### config.mk
export PLATFORM = sky130hd
export DESIGN_NAME = pdc_bank
export DESIGN_NICKNAME = d
export VERILOG_FILES = /design/src/common/pdc_pkg.sv /design/src/common/pdc_sdm_if.sv /design/src/design/pdc_bank.sv /design/src/design/pdc_sdm.sv
export SDC_FILE = /design/constraint.sdc
export NUM_CORES = 1
export LEC_CHECK = 0
export BUFFER_PORTS_ARGS = -buffer_cell sky130_fd_sc_hd__clkbuf_2
export CAP_MARGIN = 0
export CORE_ASPECT_RATIO = 1.4
export CORE_MARGIN = 1.5
export CORE_UTILIZATION = 35
export DETAILED_ROUTE_END_ITERATION = 8
export GPL_TIMING_DRIVEN = 0
export PLACE_DENSITY_LB_ADDON = 0.12
export SLEW_MARGIN = 5
export SYNTH_ARGS = -nofsm -noshare
export SYNTH_HDL_FRONTEND = slang
export SYNTH_SLANG_ARGS = --single-unit
### constraint.sdc
create_clock -name i_core_clk -period 7.8 [get_ports i_core_clk]
set_input_delay 0 -clock i_core_clk [delete_from_list [all_inputs] [get_ports i_core_clk]]
set_output_delay 0 -clock i_core_clk [all_outputs]
set_load 0.05 [all_outputs]
### src/common/pdc_pkg.sv
// constants for the synthesizer-loop divider configuration bank
// assumes registers are 8 bits wide, one per aligned 32-bit word
package pdc_pkg;

	localparam int unsigned NUM_REGS = 16;

	// register indices; byte address = 4 * index
	localparam logic [9:0] IDX_LOOP_CTRL   = 10'h101;
	localparam logic [9:0] IDX_BYPASS      = 10'h104;
	localparam logic [9:0] IDX_REF_DIV     = 10'h105;
	localparam logic [9:0] IDX_FB_INT      = 10'h107;
	localparam logic [9:0] IDX_FRAC0       = 10'h108;
	localparam logic [9:0] IDX_FRAC1       = 10'h109;
	localparam logic [9:0] IDX_FRAC2       = 10'h10a;
	localparam logic [9:0] IDX_MOD0        = 10'h10b;
	localparam logic [9:0] IDX_MOD1        = 10'h10c;
	localparam logic [9:0] IDX_MOD2        = 10'h10d;
	localparam logic [9:0] IDX_CAS_LO      = 10'h10e;
	localparam logic [9:0] IDX_CAS_HI      = 10'h10f;
	localparam logic [9:0] IDX_FD_RATIO    = 10'h110;
	localparam logic [9:0] IDX_FD_PHASE    = 10'h111;
	localparam logic [9:0] IDX_VCO_CTRL    = 10'h120;
	localparam logic [9:0] IDX_VCO_RATIO   = 10'h121;
	localparam logic [9:0] IDX_SYNC_MASK   = 10'h122;

	// storage slots
	localparam logic [3:0] SL_LOOP_CTRL = 4'h0;
	localparam logic [3:0] SL_BYPASS    = 4'h1;
	localparam logic [3:0] SL_REF_DIV   = 4'h2;
	localparam logic [3:0] SL_FB_INT    = 4'h3;
	localparam logic [3:0] SL_FRAC0     = 4'h4;
	localparam logic [3:0] SL_FRAC1     = 4'h5;
	localparam logic [3:0] SL_FRAC2     = 4'h6;
	localparam logic [3:0] SL_MOD0      = 4'h7;
	localparam logic [3:0] SL_MOD1      = 4'h8;
	localparam logic [3:0] SL_MOD2      = 4'h9;
	localparam logic [3:0] SL_CAS_LO    = 4'ha;
	localparam logic [3:0] SL_CAS_HI    = 4'hb;
	localparam logic [3:0] SL_FD_RATIO  = 4'hc;
	localparam logic [3:0] SL_FD_PHASE  = 4'hd;
	localparam logic [3:0] SL_VCO_CTRL  = 4'he;
	localparam logic [3:0] SL_VCO_RATIO = 4'hf;
	// sync mask lives outside the array
	localparam logic [9:0] SLOT_IDX [NUM_REGS] = '{
		IDX_LOOP_CTRL, IDX_BYPASS, IDX_REF_DIV, IDX_FB_INT,
		IDX_FRAC0, IDX_FRAC1, IDX_FRAC2, IDX_MOD0,
		IDX_MOD1, IDX_MOD2, IDX_CAS_LO, IDX_CAS_HI,
		IDX_FD_RATIO, IDX_FD_PHASE, IDX_VCO_CTRL, IDX_VCO_RATIO};
	localparam logic [7:0] SLOT_RST [NUM_REGS] = '{
		8'h01, 8'h00, 8'h01, 8'h64, 8'h00, 8'h00, 8'h00, 8'h00,
		8'h00, 8'h00, 8'h00, 8'h00, 8'h00, 8'h00, 8'h20, 8'h44};
	localparam logic [7:0] SLOT_WMSK [NUM_REGS] = '{
		8'h07, 8'h01, 8'h3f, 8'hff, 8'hff, 8'hff, 8'hff, 8'hff,
		8'hff, 8'hff, 8'hff, 8'h0f, 8'h3f, 8'h3f, 8'h77, 8'hff};
	localparam logic [7:0] RST_SYNC_MASK = 8'h00;
	localparam logic [7:0] WMSK_SYNC_MASK = 8'h7f;

	// field positions
	localparam int unsigned LC_SDM_PD   = 0;
	localparam int unsigned LC_MODE_LSB = 1;
	localparam int unsigned VC_A_RST    = 0;
	localparam int unsigned VC_A_PD     = 1;
	localparam int unsigned VC_A_SYNC   = 2;
	localparam int unsigned VC_B_RST    = 4;
	localparam int unsigned VC_B_PD     = 5;
	localparam int unsigned VC_B_SYNC   = 6;
	localparam int unsigned MK_B_CH1    = 5;
	localparam int unsigned MK_B_CH2    = 6;

	localparam logic [3:0] VDIV_MIN = 4'h2;
	localparam logic [3:0] VDIV_MAX = 4'hb;

	localparam logic [1:0] RESP_OKAY   = 2'b00;
	localparam logic [1:0] RESP_SLVERR = 2'b10;

	typedef enum logic [1:0] {
		PDC_LOOP_SINGLE  = 2'b00,
		PDC_LOOP_CASCADE = 2'b01,
		PDC_LOOP_FIXED   = 2'b10,
		PDC_LOOP_RSVD    = 2'b11
	} pdc_loop_t;

	// vco divider runs only for ratios 2..11
	function automatic logic pdc_vdiv_live(input logic [3:0] r);
		pdc_vdiv_live = (r >= VDIV_MIN) && (r <= VDIV_MAX);
	endfunction : pdc_vdiv_live

endpackage : pdc_pkg

### src/common/pdc_sdm_if.sv
// settings and result between the register bank and the modulator
// assumes one clock shared by both ends
`timescale 1ns/1ns
interface pdc_sdm_if;
	logic [7:0]  int_val;
	logic [23:0] frac;
	logic [23:0] modu;
	logic        pd;
	logic        step;
	logic [8:0]  ratio;
	modport cfg  (output int_val, frac, modu, pd, step, input ratio);
	modport core (input int_val, frac, modu, pd, step, output ratio);
endinterface : pdc_sdm_if

### src/design/pdc_bank.sv
// divider configuration register bank of the fractional synthesizer loop
// assumes an AXI4-Lite master on the same clock and a feedback tick input
`timescale 1ns/1ns

// Overview of operation
// - bypass bit set routes around the loop filter; resets clear.
// - reference predivider divides by its six-bit field; resets to one; zero reserved.
// - main feedback divides by the eight-bit integer plus the modulator carry; resets to 0x64.
// - fraction is three bytes, low address least significant; all reset zero.
// - cascade ratio is twelve bits over two registers; 4 to 4095 legal.
// - fixed-delay divider divides by field plus one; resets to zero.
// - fixed-delay start phase is six bits of input half-periods.
// - vco divider b sync holds its fed channel dividers in reset.
// - vco divider a sync holds its fed channel dividers in reset.
// - each vco divider has a reset bit; one holds it; resets zero.
// - vco ratios 2 to 11 divide; other values power down; reset four.
// - five masks let channels 0-3 and fixed-delay ignore divider a sync.
// - two masks let channels 1 and 2 ignore divider b sync.
// - two-bit loop mode picks single, cascade or fixed-delay feedback.
// - modulator power-down bit resets set, giving integer-only feedback.
module pdc_bank
	import pdc_pkg::*;
#(
	parameter int unsigned ADDR_W = 12
) (
	input  wire logic              i_core_clk,
	input  wire logic              i_nrst,
	input  wire logic              i_ce,
	input  wire logic [ADDR_W-1:0] i_awaddr,
	input  wire logic              i_awvalid,
	output logic                   o_awready,
	input  wire logic [31:0]       i_wdata,
	input  wire logic [3:0]        i_wstrb,
	input  wire logic              i_wvalid,
	output logic                   o_wready,
	output logic [1:0]             o_bresp,
	output logic                   o_bvalid,
	input  wire logic              i_bready,
	input  wire logic [ADDR_W-1:0] i_araddr,
	input  wire logic              i_arvalid,
	output logic                   o_arready,
	output logic [31:0]            o_rdata,
	output logic [1:0]             o_rresp,
	output logic                   o_rvalid,
	input  wire logic              i_rready,
	input  wire logic              i_fb_tick,
	output logic                   o_loop_bypass,
	output logic [5:0]             o_ref_div_ratio,
	output logic [1:0]             o_loop_mode,
	output logic [11:0]            o_fb_ratio,
	output logic [5:0]             o_fixed_phase,
	output logic [1:0]             o_vco_rst,
	output logic [1:0]             o_vco_pd,
	output logic [3:0]             o_vco_ratio_a,
	output logic [3:0]             o_vco_ratio_b,
	output logic [4:0]             o_chan_hold
);

	if (ADDR_W < 12) begin : g_chk
		$error("ADDR_W too small for register map");
	end

	function automatic logic [4:0] slot_of(input logic [ADDR_W-1:0] a);
		logic [4:0] r;
		r = 5'h00;
		for (int i = 0; i < NUM_REGS; i++) begin
			if (a[ADDR_W-1:2] == {{(ADDR_W-12){1'b0}}, SLOT_IDX[i]} && a[1:0] == 2'b00) begin
				r = {1'b1, 4'(i)};
			end
		end
		slot_of = r;
	endfunction : slot_of

	function automatic logic hits_mask(input logic [ADDR_W-1:0] a);
		hits_mask = (a == {{(ADDR_W-12){1'b0}}, IDX_SYNC_MASK, 2'b00});
	endfunction : hits_mask

	logic [7:0]  regs_r [NUM_REGS];
	logic [7:0]  mask_r;
	logic [23:0] frac_act_r;
	logic [23:0] mod_act_r;
	logic [11:0] cas_act_r;
	logic        bvalid_r;
	logic [1:0]  bresp_r;
	logic        rvalid_r;
	logic [1:0]  rresp_r;
	logic [31:0] rdata_r;

	wire         wr_go;
	wire         rd_go;
	wire  [4:0]  wslot;
	wire  [4:0]  rslot;
	wire         w_mask_hit;
	wire         r_mask_hit;
	wire         w_mapped;
	wire         r_mapped;
	wire         wr_en;
	wire  [7:0]  wbyte;
	wire  [7:0]  rbyte;
	wire  [7:0]  vctl;
	wire  [7:0]  vrat;
	pdc_loop_t   loop_mode;
	wire  [11:0] fb_sel;
	wire  [4:0]  hold_a;
	wire  [4:0]  hold_b;
	wire         sync_a;
	wire         sync_b;

	pdc_sdm_if sdm ();

	// write address and data are taken together in one beat
	assign wr_go      = i_ce && i_awvalid && i_wvalid && !bvalid_r;
	assign rd_go      = i_ce && i_arvalid && !rvalid_r;
	assign o_awready  = wr_go;
	assign o_wready   = wr_go;
	assign o_arready  = rd_go;
	assign o_bvalid   = bvalid_r;
	assign o_bresp    = bresp_r;
	assign o_rvalid   = rvalid_r;
	assign o_rresp    = rresp_r;
	assign o_rdata    = rdata_r;

	assign wslot      = slot_of(i_awaddr);
	assign rslot      = slot_of(i_araddr);
	assign w_mask_hit = hits_mask(i_awaddr);
	assign r_mask_hit = hits_mask(i_araddr);
	assign w_mapped   = wslot[4] || w_mask_hit;
	assign r_mapped   = rslot[4] || r_mask_hit;
	assign wr_en      = wr_go && i_wstrb[0];
	assign wbyte      = i_wdata[7:0];
	assign rbyte      = r_mask_hit ? mask_r : (rslot[4] ? regs_r[rslot[3:0]] : 8'h00);

	assign vctl       = regs_r[SL_VCO_CTRL];
	assign vrat       = regs_r[SL_VCO_RATIO];
	assign loop_mode  = pdc_loop_t'(regs_r[SL_LOOP_CTRL][LC_MODE_LSB +: 2]);
	assign sync_a     = vctl[VC_A_SYNC];
	assign sync_b     = vctl[VC_B_SYNC];

	// channel 0..3 in bits 0..3, fixed-delay divider in bit 4
	assign hold_a = {5{sync_a}} & ~mask_r[4:0];
	assign hold_b = {2'b00, sync_b && !mask_r[MK_B_CH2], sync_b && !mask_r[MK_B_CH1], 1'b0};

	// feedback path select; reserved code gives no ratio
	assign fb_sel = (loop_mode == PDC_LOOP_SINGLE)  ? {3'h0, sdm.ratio} :
	                (loop_mode == PDC_LOOP_CASCADE) ? cas_act_r :
	                (loop_mode == PDC_LOOP_FIXED)   ?
	                 {6'h00, regs_r[SL_FD_RATIO][5:0]} + 12'h001 : 12'h000;

	assign sdm.int_val = regs_r[SL_FB_INT];
	assign sdm.frac    = frac_act_r;
	assign sdm.modu    = mod_act_r;
	assign sdm.pd      = regs_r[SL_LOOP_CTRL][LC_SDM_PD];
	assign sdm.step    = i_fb_tick;

	pdc_sdm u_sdm (
		.i_core_clk (i_core_clk),
		.i_nrst     (i_nrst),
		.i_ce       (i_ce),
		.sdm        (sdm)
	);

	// register store; reserved bits masked off on write
	always_ff @(posedge i_core_clk or negedge i_nrst) begin
		if (!i_nrst) begin
			regs_r <= SLOT_RST;
			mask_r <= RST_SYNC_MASK;
		end else if (wr_en && wslot[4]) begin
			regs_r[wslot[3:0]] <= wbyte & SLOT_WMSK[wslot[3:0]];
		end else if (wr_en && w_mask_hit) begin
			mask_r <= wbyte & WMSK_SYNC_MASK;
		end
	end

	// wide fields take effect when their top byte is written
	always_ff @(posedge i_core_clk or negedge i_nrst) begin
		if (!i_nrst) begin
			frac_act_r <= 24'h000000;
			mod_act_r  <= 24'h000000;
			cas_act_r  <= 12'h000;
		end else if (wr_en && wslot[4]) begin
			if (wslot[3:0] == SL_FRAC2) begin
				frac_act_r <= {wbyte, regs_r[SL_FRAC1], regs_r[SL_FRAC0]};
			end
			if (wslot[3:0] == SL_MOD2) begin
				mod_act_r <= {wbyte, regs_r[SL_MOD1], regs_r[SL_MOD0]};
			end
			if (wslot[3:0] == SL_CAS_HI) begin
				cas_act_r <= {wbyte[3:0], regs_r[SL_CAS_LO]};
			end
		end
	end

	always_ff @(posedge i_core_clk or negedge i_nrst) begin
		if (!i_nrst) begin
			bvalid_r <= 1'b0;
			bresp_r  <= RESP_OKAY;
		end else if (wr_go) begin
			bvalid_r <= 1'b1;
			bresp_r  <= w_mapped ? RESP_OKAY : RESP_SLVERR;
		end else if (i_ce && i_bready) begin
			bvalid_r <= 1'b0;
		end
	end

	always_ff @(posedge i_core_clk or negedge i_nrst) begin
		if (!i_nrst) begin
			rvalid_r <= 1'b0;
			rresp_r  <= RESP_OKAY;
			rdata_r  <= 32'h00000000;
		end else if (rd_go) begin
			rvalid_r <= 1'b1;
			rresp_r  <= r_mapped ? RESP_OKAY : RESP_SLVERR;
			rdata_r  <= {24'h000000, rbyte};
		end else if (i_ce && i_rready) begin
			rvalid_r <= 1'b0;
		end
	end

	// registered controls toward the analog blocks
	always_ff @(posedge i_core_clk or negedge i_nrst) begin
		if (!i_nrst) begin
			o_loop_bypass   <= 1'b0;
			o_ref_div_ratio <= 6'h01;
			o_loop_mode     <= 2'b00;
			o_fb_ratio      <= 12'h000;
			o_fixed_phase   <= 6'h00;
			o_vco_rst       <= 2'b00;
			o_vco_pd        <= 2'b10;
			o_vco_ratio_a   <= 4'h4;
			o_vco_ratio_b   <= 4'h4;
			o_chan_hold     <= 5'h00;
		end else if (i_ce) begin
			o_loop_bypass   <= regs_r[SL_BYPASS][0];
			o_ref_div_ratio <= regs_r[SL_REF_DIV][5:0];
			o_loop_mode     <= loop_mode;
			o_fb_ratio      <= fb_sel;
			o_fixed_phase   <= regs_r[SL_FD_PHASE][5:0];
			o_vco_rst       <= {vctl[VC_B_RST], vctl[VC_A_RST]};
			o_vco_pd[0]     <= vctl[VC_A_PD] || !pdc_vdiv_live(vrat[3:0]);
			o_vco_pd[1]     <= vctl[VC_B_PD] || !pdc_vdiv_live(vrat[7:4]);
			o_vco_ratio_a   <= vrat[3:0];
			o_vco_ratio_b   <= vrat[7:4];
			o_chan_hold     <= hold_a | hold_b;
		end
	end
endmodule : pdc_bank

### src/design/pdc_sdm.sv
// first-order sigma-delta modulator for the feedback divider
// assumes step pulses once per feedback divider cycle
`timescale 1ns/1ns
module pdc_sdm
	import pdc_pkg::*;
(
	input  wire logic  i_core_clk,
	input  wire logic  i_nrst,
	input  wire logic  i_ce,
	pdc_sdm_if.core    sdm
);
	logic [23:0] acc_r;
	logic [8:0]  ratio_r;
	logic [24:0] sum;
	logic        wrap;
	logic        run;

	assign run  = !sdm.pd && (sdm.modu != 24'h000000) && (sdm.frac < sdm.modu);
	assign sum  = {1'b0, acc_r} + {1'b0, sdm.frac};
	assign wrap = sum >= {1'b0, sdm.modu};
	assign sdm.ratio = ratio_r;

	always_ff @(posedge i_core_clk or negedge i_nrst) begin
		if (!i_nrst) begin
			acc_r   <= 24'h000000;
			ratio_r <= 9'h000;
		end else if (i_ce) begin
			if (!run) begin
				acc_r   <= 24'h000000;
				ratio_r <= {1'b0, sdm.int_val};
			end else if (sdm.step) begin
				acc_r   <= wrap ? 24'(sum - {1'b0, sdm.modu}) : sum[23:0];
				ratio_r <= {1'b0, sdm.int_val} + {8'h00, wrap};
			end
		end
	end
endmodule : pdc_sdm

After elaboration in Yosys (flattened, before gate mapping)
Memory sizes are Yosys's and may differ from the RTL's.
Index checks and enable logic that the tools add are counted.
{"block": "classes", "n_addsub": 4, "multipliers": 0, "div_mod_pow": 0, "order_cmp": 9, "eq_ne": 40, "n_shift": 0, "muxes": 56, "bitwise": 7, "reduce_logical": 71}
{"op": "10-bit by 9-bit equality test with 1-bit output (second input constant)", "n": 32}
{"op": "5-bit 2-to-1 mux", "n": 32}
{"op": "128-bit bitwise mux", "n": 1}
{"op": "24-bit 2-to-1 mux", "n": 3}
{"op": "8-bit 2-to-1 mux", "n": 7}
{"op": "1-bit logical AND", "n": 49}
{"op": "8-bit binary-select mux with 4-bit select", "n": 1}
{"op": "8-bit demux with 4-bit select", "n": 1}
{"op": "24-bit by 24-bit adder with 25-bit output", "n": 1}
{"op": "25-bit by 24-bit >= comparator with 1-bit output", "n": 1}
{"op": "12-bit by 11-bit equality test with 1-bit output (second input constant)", "n": 2}
{"op": "24-bit less-than comparator", "n": 1}
{"op": "12-bit 2-to-1 mux", "n": 2}
{"op": "24-bit nonzero test", "n": 1}
{"op": "24-bit subtractor", "n": 1}
{"op": "9-bit 2-to-1 mux", "n": 2}
{"op": "5-bit >= comparator (second input constant)", "n": 2}
{"op": "4-bit inverter with 5-bit output", "n": 2}
{"op": "2-bit AND reduction", "n": 5}
{"op": "8-bit by 1-bit adder with 9-bit output", "n": 1}
{"op": "8-bit AND", "n": 1}
{"op": "4-bit equality test (second input constant)", "n": 2}
{"op": "4-bit by 2-bit >= comparator with 1-bit output (second input constant)", "n": 2}
{"op": "4-bit less-or-equal comparator (second input constant)", "n": 2}
{"op": "other kinds (17)", "n": 33}
{"block": "totals", "ff_bits": 286, "latchBits": 0, "mem_bits_rw": 0, "mem_bits_ro": 128, "input_bits": 69, "out_inout_bits": 85, "elab_cells": 225, "memories": 1}
{"memory": "(no name shown)", "words": 16, "width": 8, "read_ports": 1, "rd_ports_with_merged_regs": 0, "write_ports": 0, "line": "pdc_bank.sv:168", "text": "regs_r[wslot[3:0]] <= wbyte & SLOT_WMSK[wslot[3:0]];"}

Longest topological paths before layout
Gate-level depths: netlist of the first run.
{"block": "logic_depth", "depth_word": 24, "mapped_depth": 26, "mapped_depth_nobuf": 23}

Modules after synthesis
Synthesis of the first run repeated with hierarchy kept, for this count alone.
{"block": "hier_totals", "hier_cells": 1613, "hier_area_um2": 16442.0}
{"module": "pdc_bank", "instances": 1, "cells_per_inst": 1013, "area_per_inst_um2": 11747.5, "seq_area_each_um2": 6221.0}
{"module": "pdc_sdm", "instances": 1, "cells_per_inst": 600, "area_per_inst_um2": 4694.5, "seq_area_each_um2": 825.8}

Worst setup path before layout of the first run
OpenSTA, ideal clock, no wires.
{"block": "synth_timing", "kind": "reg2reg", "startpoint": "register frac_act_r[7]", "endpoint": "register u_sdm.ratio_r[3], in the netlist u_sdm.sdm.ratio[3]", "setup_time_ps": 127, "t_arrival_ps": 4764, "t_required_ps": 7673, "slack_ps": 2909, "path_stages_with_launch": 23, "n_path_buf": 3, "period_less_slack_ps": 4891, "cell_sequence": "dfrtp_1 -> ha_1 -> or4_4 -> o221a_2 -> o21ai_0 -> nor2b_1 -> o21ai_0 -> xor2_1 -> ha_1 -> buf_2 -> nand4_1 -> or4_1 -> o31ai_1 -> o21bai_1 -> o31a_1 -> or3b_4 -> buf_6 -> buf_6 -> ha_1 -> nand2_1 -> nor4b_1 -> xnor2_1 -> a21oi_1"}
{"block": "synth_between", "elab_chain_cells": 5, "elab_cells_between_ends": 9, "cone_classes": "add/sub (2); order compare (2); eq/ne (1); mux (2); reduce/logical (2)"}
{"item": "start: declaration", "line": "pdc_bank.sv:80", "text": "logic [23:0] frac_act_r;"}
{"item": "start signal: assignment", "line": "pdc_bank.sv:182", "text": "frac_act_r <= {wbyte, regs_r[SL_FRAC1], regs_r[SL_FRAC0]};"}
{"item": "24-bit by 24-bit adder with 25-bit output", "line": "pdc_sdm.sv:19", "text": "assign sum = {1'b0, acc_r} + {1'b0, sdm.frac};"}
{"item": "25-bit by 24-bit >= comparator with 1-bit output", "line": "pdc_sdm.sv:20", "text": "assign wrap = sum >= {1'b0, sdm.modu};"}
{"item": "8-bit by 1-bit adder with 9-bit output", "line": "pdc_sdm.sv:33", "text": "ratio_r <= {1'b0, sdm.int_val} + {8'h00, wrap};"}
{"item": "9-bit 2-to-1 mux", "line": "pdc_sdm.sv:31", "text": "end else if (sdm.step) begin"}
{"item": "9-bit 2-to-1 mux", "line": "pdc_sdm.sv:28", "text": "if (!run) begin"}
{"item": "end signal: assignment", "line": "pdc_sdm.sv:30", "text": "ratio_r <= {1'b0, sdm.int_val};"}
{"item": "end signal: assignment", "line": "pdc_sdm.sv:33"}
{"item": "end: declaration", "line": "pdc_sdm.sv:13", "text": "logic [8:0] ratio_r;"}
Several ways; a longest one is shown, not always the timed one. The select of a mux whose other input is x is not followed.
A chain may end at the register's enable or synchronous reset.

Worst setup path in the final report of the first run
{"block": "layout_timing", "startpoint": "register frac_act_r[7]", "endpoint": "register u_sdm.ratio_r[7], in the netlist u_sdm.sdm.ratio[7]"}
Same word-level chain as after synthesis.

==> results of run 1 <==
cell type report:
class | instances | area share
plain buffers | 94 | 0.0280
repair buffers | 122 | 0.0414
flip-flops and latches | 281 | 0.379
clock buffers | 40 | 0.0429
clock inverters | 14 | 0.00700
inverters | 64 | 0.0129
multi-input cells | 1157 | 0.448
well taps | 611 | 0.0411
per-layer routing:
metal / global-route usage / up-vias / routed length [um]
li1: - / 5980 / -
met1: 0.249 / 6071 / 20400
met2: 0.419 / 200 / 27700
met3: 0.0165 / 90 / 987
met4: 0.0956 / 0 / 2300
met5: 0 / - / 0
logic make-up after synthesis:
logic type	Yosys count	synth area share
AND/OR/NAND/NOR	406	0.126
other	1	0.000234
buffers and inverters	158	0.0475
multiplexers	239	0.158
AO/OA/AOI/OAI	362	0.142
XOR/XNOR	46	0.0252
flip-flops	281	0.440
adder cells (fa/ha/maj)	78	0.0619
cell usage after synthesis, types with 9 or more instances:
cell type | n | area share
ha_1 | 76 | 0.059
a221o_1 | 10 | 0.0062
nor2_1 | 71 | 0.017
dfstp_2 | 12 | 0.020
a21oi_1 | 75 | 0.023
mux2i_1 | 129 | 0.081
clkbuf_1 | 44 | 0.010
nand4_1 | 17 | 0.0066
nand2b_1 | 17 | 0.0066
o31ai_1 | 9 | 0.0042
inv_1 | 64 | 0.015
buf_2 | 11 | 0.0034
mux2_2 | 109 | 0.077
xor2_1 | 14 | 0.0077
nand2_1 | 150 | 0.035
buf_4 | 31 | 0.015
o21a_1 | 15 | 0.0070
xnor2_1 | 32 | 0.017
dfrtp_1 | 269 | 0.42
nor3_1 | 20 | 0.0062
a21o_1 | 17 | 0.0080
a211oi_1 | 19 | 0.0089
nand3_1 | 26 | 0.0081
and3_1 | 15 | 0.0059
nor2b_1 | 39 | 0.015
nor4_1 | 10 | 0.0039
o2bb2ai_1 | 16 | 0.0087
o21ai_0 | 134 | 0.042
a31oi_1 | 9 | 0.0035
worst max-delay path by stage:
stage | startpoint | endpoint | depth (start not counted)
floorplan | frac_act_r[7]$_DFFE_PN0P_ | u_sdm.sdm.ratio[3]$_DFFE_PN0P_ | 22
global placement | i_nrst | u_sdm.acc_r[23]$_DFFE_PN0P_ | 1
detailed placement | frac_act_r[0]$_DFFE_PN0P_ | u_sdm.sdm.ratio[7]$_DFFE_PN0P_ | 26
CTS | frac_act_r[0]$_DFFE_PN0P_ | u_sdm.sdm.ratio[7]$_DFFE_PN0P_ | 26
global route | frac_act_r[0]$_DFFE_PN0P_ | u_sdm.sdm.ratio[7]$_DFFE_PN0P_ | 26
finish | frac_act_r[7]$_DFFE_PN0P_ | u_sdm.sdm.ratio[7]$_DFFE_PN0P_ | 23
critical path: stages, from the launching register on:
cell and delay [ns]:
dfrtp_1 0.43, ha_1 0.30, or4_4 0.58, o221a_2 0.26, o21ai_0 0.22, nor2b_1 0.25
o21ai_0 0.13, xor2_1 0.18, ha_1 0.29, buf_2 0.20, nand4_1 0.10, or4_1 0.65
o31ai_1 0.32, o21bai_1 0.16, o31a_1 0.17, or3b_4 0.14, buf_6 0.19, buf_6 0.23
ha_1 0.19, nand2_1 0.10, nor2_1 0.17, nand4_1 0.17, xor2_1 0.18, a21oi_1 0.16
cell usage in the layout, fill, tap and decap left out, types with 6 or more instances in the layout:
cell type and instances:
dfrtp_1 269, nand2_1 150, o21ai_0 131, mux2i_1 129
mux2_2 109, clkbuf_2 96, ha_1 76, a21oi_1 75
nor2_1 71, inv_1 64, clkbuf_1 52, nor2b_1 39
buf_4 35, xnor2_1 32, clkbuf_16 29, nand3_1 26
conb_1 26, nor3_1 20, a211oi_1 19, dlygate4sd3_1 19
nand4_1 17, a21o_1 17, nand2b_1 17, o2bb2ai_1 16
o21a_1 15, and3_1 15, xor2_1 14, dfstp_2 12
buf_2 11, a221o_1 10, o31ai_1 9, nor4_1 9
o21ai_1 9, and2_1 8, a31oi_1 8, o211ai_1 7
or4_1 6
sequential cells by signal, summed over array words and instances, names as in the netlist, 5 cells and up:
signal           count
u_sdm.acc_r         24
u_sdm.sdm.ratio      9
frac_act_r          23
vrat                 8
o_chan_hold          5
o_fb_ratio          12
vctl                 8
o_fixed_phase        6
mod_act_r           23
o_ref_div_ratio      6
mask_r               7
o_rdata              8
sdm.int_val          8
cas_act_r           11
regs_r             102
through the flow:
step / setup WS [ns] / power, mW / cell area (um^2) / util / hold slack, ns
finish: 1.91 / 3.07 / 18600 / 0.412 / 0.00855
global route: 1.50 / 3.18 / 18600 / 0.412 / 0.0694
CTS: 1.88 / 3.11 / 18600 / 0.412 / 0.00209
detailed placement: 1.95 / 1.71 / 17500 / 0.387 / 0.0921
global placement: 0.462 / 1.70 / 17400 / 0.385 / 0.273
floorplan: 2.91 / 1.62 / 16100 / - / -0.296
power groups by stage:
| stage | Clock, mW | Combinational, mW | Sequential, mW |
|---|---|---|---|
| 2_1_floorplan | 0 | 0.0832 | 1.54 |
| 3_5_place_dp | 0 | 0.204 | 1.51 |
| 5_1_grt | 1.47 | 0.227 | 1.48 |
| 3_3_place_gp | 0 | 0.197 | 1.51 |
| 4_1_cts | 1.42 | 0.214 | 1.48 |
| 6_report | 1.38 | 0.210 | 1.48 |
==> flow_summary.yaml, run 1 <==
timing:
  timing.final.crit_period_ns: 5.89
  rsz0062_at_grt: "no"
  setup_viol: 0
  fmax_mhz: 170
  slew_headroom: 0.233
  fin_skew_ns: 0.0182
  finalMaxSlewViolations: 0
  fin_crit_sh: 0.755
  worst_pin_slew_ns: 1.14
  tns_ns: 0
  hold_violations: 0
floorplanning:
  rows: 92
  die_area_mm2: 0.0471
  die_w_um: 184
  coreArea_mm2: 0.0451
  ios: 154
  fp.dieH_um: 256
  start_util: 0.355
min_path:
  hp-class: "input port to async pin"
routing:
  antenna_left: 0
  drt-wirelength-per-cell_um: 21.5
  drtPass1Iterations: 5
  vias: 12341
  avgViaCountPerCell: 5.18
  wirelength_mm: 51.3
  drt_iter0_drc: 614
  drc: 0
grt:
  grt_pass1_vias: 12821
  grt_usage: 0.221
  grt_max_degree: 105
  antenna_found_initial: 0
  grt_overflow: 0
  grt_pass1_wl_mm: 78.3
cells_and_area:
  fin_nets: 1896
  fillers: 4484
  seqCellArea_mm2: 0.00705
  drive_gt1_frac: 0.192
  syn2layout_area_growth_pct: 16.1
  diodes: 0
  finalNonFillerCells: 2383
  multi_input_area_mm2: 0.00832
logic_synthesis:
  syn_inst: 1571
  ys_ff_latch: 281
  synth_edf_count: 0
  async_reset_ff_frac: 1.00
  syn_avg_cell_area_um2: 10.2
  netlist_area_mm2: 0.0160
  ys_seq_area_frac: 0.440
  synth-warning-count: 0
  ys_types: 80
  synth_ff_type: "dfrtp_1"
placement:
  routabilityCongestion: 0.868
  dp_hpwl_mm: 40.3
  portBuffers: 97
  dp_cells: 2310
power:
  pwr-share-comb: 0.068
  internal_power_mw: 2.28
  power_density_mw_per_mm2: 165
  pwr-share-clk: 0.450
  ir_drop_mv: 0.165
  p_sw_uw: 794
  leakage_nw: 9.30
  p_sw_frac: 0.258
  p_seq_frac: 0.481
worst_setup_path:
  r2r_setup_slack_ns: 1.91
  worstSetupEndpointType: "flop"
  reg2regPathDepth: 23
  r2r_end: "u_sdm.sdm.ratio[7]$_DFFE_PN0P_"
  setup.worst_path.class: "flop to flop"
  worstPathMaxFanout: 11
  start_kind: "flop"
  crit_required_ns: 8.31
  arrival_ns: 6.39
  rr_startpoint: "frac_act_r[7]$_DFFE_PN0P_"
clocking:
  postCtsSetupBuffers: 0
  clk_path_buf_depth: 3
  postCtsHoldBufs: 19
  clk_latency_ns: 0.59
  cts-root-buf: "clkbuf_16"
  htree_levels: 1
  cts_tree: "done"
  cts-resized-gates: 0
  cts_inserted_buffers: 29
  clkSinkCount: 281
  clk_pin_slew_ns: 0.07
flow_run:
  cap_violations: 0
outcome:
  status: "completed"
Power figures use the tool's default switching activity.
==> run 2: changes to the inputs <==
==> constraint.sdc (replaced) <==
create_clock -name i_core_clk -period 6.17 [get_ports i_core_clk]
set_input_delay 0 -clock i_core_clk [delete_from_list [all_inputs] [get_ports i_core_clk]]
set_output_delay 0 -clock i_core_clk [all_outputs]
set_load 0.05 [all_outputs]
==> flow_summary.yaml, run 2 (synthesis results as in run 1) <==
outcome:
  status: "completed"
power:
  pwr-share-clk: 0.450
  p_sw_frac: 0.258
  ir_drop_mv: 0.209
  power_density_mw_per_mm2: 209
  power.total_mw: 3.88
  pwr-share-comb: 0.068
  p_sw_mw: 1.00
  p_seq_frac: 0.481
  internal_power_mw: 2.88
  leakage_nw: 9.31
grt:
  grt_overflow: 0
  grt_pass1_wl_mm: 78.3
  grt_usage: 0.221
  grt_pass1_vias: 12821
  antenna_found_initial: 0
  grt_max_degree: 105
cells_and_area:
  drive_gt1_frac: 0.194
  fillers: 4482
  multi_input_area_mm2: 0.00833
  layout_commonest_cell: "dfrtp_1"
  largest_register_ffs: 102
  reg_top3: "regs_r (102), u_sdm.acc_r (24)"
  top_register: "regs_r"
  finalNonFillerCells: 2384
  syn2layout_area_growth_pct: 16.2
  fin_nets: 1897
  diodes: 0
  final_cell_mix: "dfrtp_1, nand2_1, o21ai_0, mux2i_1, mux2_2"
  seqCellArea_mm2: 0.00705
timing:
  setup_viol: 0
  fmax_mhz: 173
  timing.final.crit_period_ns: 5.77
  worst_pin_slew_ns: 1.16
  finalMaxSlewViolations: 0
  fin_skew_ns: 0.0191
  slew_headroom: 0.222
  rsz0062_at_grt: "no"
  fin_crit_sh: 0.935
  hold_violations: 0
routing:
  top_layer_used: "met4"
  drc: 0
  vias: 12330
  wirelength_mm: 51.3
  drt-wirelength-per-cell_um: 21.5
  avgViaCountPerCell: 5.17
  antenna_left: 0
  dr_wl_met2_mm: 27.5
  drtPass1Iterations: 5
  drt_iter0_drc: 587
  met3_length_mm: 1.14
  met1Wirelength_mm: 20.2
clocking:
  htree_levels: 1
  clk_path_buf_depth: 3
  clk_pin_slew_ns: 0.06
  cts_inserted_buffers: 29
  clk_latency_ns: 0.59
  cts-root-buf: "clkbuf_16"
  clkSinkCount: 281
  cts_tree: "done"
worst_setup_path:
  crit_required_ns: 6.68
  worstSetupEndpointType: "flop"
  start_kind: "flop"
  setup.worst_path.class: "flop to flop"
  arrival_ns: 6.28
  cpMostUsedCell: "ha_1"
  worstPathMaxFanout: 11
  critPathSlowestCell: "or4_4"
  max_stage_delay_ns: 0.58
floorplanning:
  fp.dieH_um: 256
  die_w_um: 184
  ios: 154
  die_area_mm2: 0.0471
  coreArea_mm2: 0.0451
  start_util: 0.355
  rows: 92
placement:
  dp_cells: 2310
  routabilityCongestion: 0.868
  dp_hpwl_mm: 40.3
  portBuffers: 97
flow_run:
  cap_violations: 0
min_path:
  hp-class: "input port to async pin"
[run 2: per-layer routing]
layer  GRT usage  vias up
met3      0.0165       95
met4      0.0956        0
met1       0.249     6037
li1            -     5978
met2       0.419      220
met5           0        -
[run 2: cell type report]
class | instances | share of cell area
clock inverter | 14 | 0.00699
multi-input combinational | 1157 | 0.448
sequential | 281 | 0.379
clock buffer | 40 | 0.0428
timing repair buffer | 123 | 0.0418
inverter | 64 | 0.0129
buffer | 94 | 0.0280
tap | 611 | 0.0411
[run 2: path summary, 6_finish.rpt]
check | slack [ns] | depth (start not counted) | to | from
max | 0.40 | 26 | u_sdm.sdm.ratio[7]$_DFFE_PN0P_ | frac_act_r[0]$_DFFE_PN0P_
min | 0.003 | 2 | o_fb_ratio[11]$_DFFE_PN0P_ | i_nrst
max reg2reg | 0.40 | 26 | u_sdm.sdm.ratio[7]$_DFFE_PN0P_ | frac_act_r[0]$_DFFE_PN0P_
min reg2reg | 0.47 | 1 | o_chan_hold[4]$_DFFE_PN0P_ | mask_r[4]$_DFFE_PN0P_
max in group asynchronous | 5.16 | 3 | frac_act_r[17]$_DFFE_PN0P_ | i_nrst
min in group i_core_clk | 0.04 | 4 | o_bresp[1]$_DFFE_PN0P_ | i_awaddr[5]
[run 2: through the flow]
step	hold WS [ns]	TNS [ns]	cell area, um^2	util	setup WS, ns
floorplan	-0.296	0	16100	-	1.28
global placement	0.273	-304.70	17400	0.385	-1.17
detailed placement	0.0921	0	17500	0.387	0.317
CTS	0.00209	0	18600	0.412	0.254
global route	0.0694	0	18600	0.412	0.0227
finish	0.00328	0	18600	0.412	0.399
[run 2: power by group through the flow]
stage / logic (mW) / clock network, mW / registers (mW)
final: 0.266 / 1.75 / 1.87
after CTS: 0.270 / 1.79 / 1.87
after global placement: 0.249 / 0 / 1.90
after floorplan: 0.105 / 0 / 1.94
after detailed placement: 0.258 / 0 / 1.90
after global routing: 0.287 / 1.86 / 1.87
[run 2: worst max-delay path: cells and delay by family (launching register included)]
kind | cells | cell delay (ns)
xor gates and xnor gates | 2 | 0.49
DFF | 1 | 0.37
buffers and inverters | 4 | 0.67
adders and majority gates | 4 | 0.95
and+or+nand+nor | 8 | 1.64
AOI/OAI and AO/OA | 8 | 1.56
[run 2: timing repair]
item                                    4_1_cts  5_1_grt
endpoints found under the hold margin       109        0
endpoints found under the setup margin        0        4
gates resized for setup                       0        3
buffers inserted                              0        1
hold buffers                                 19        0
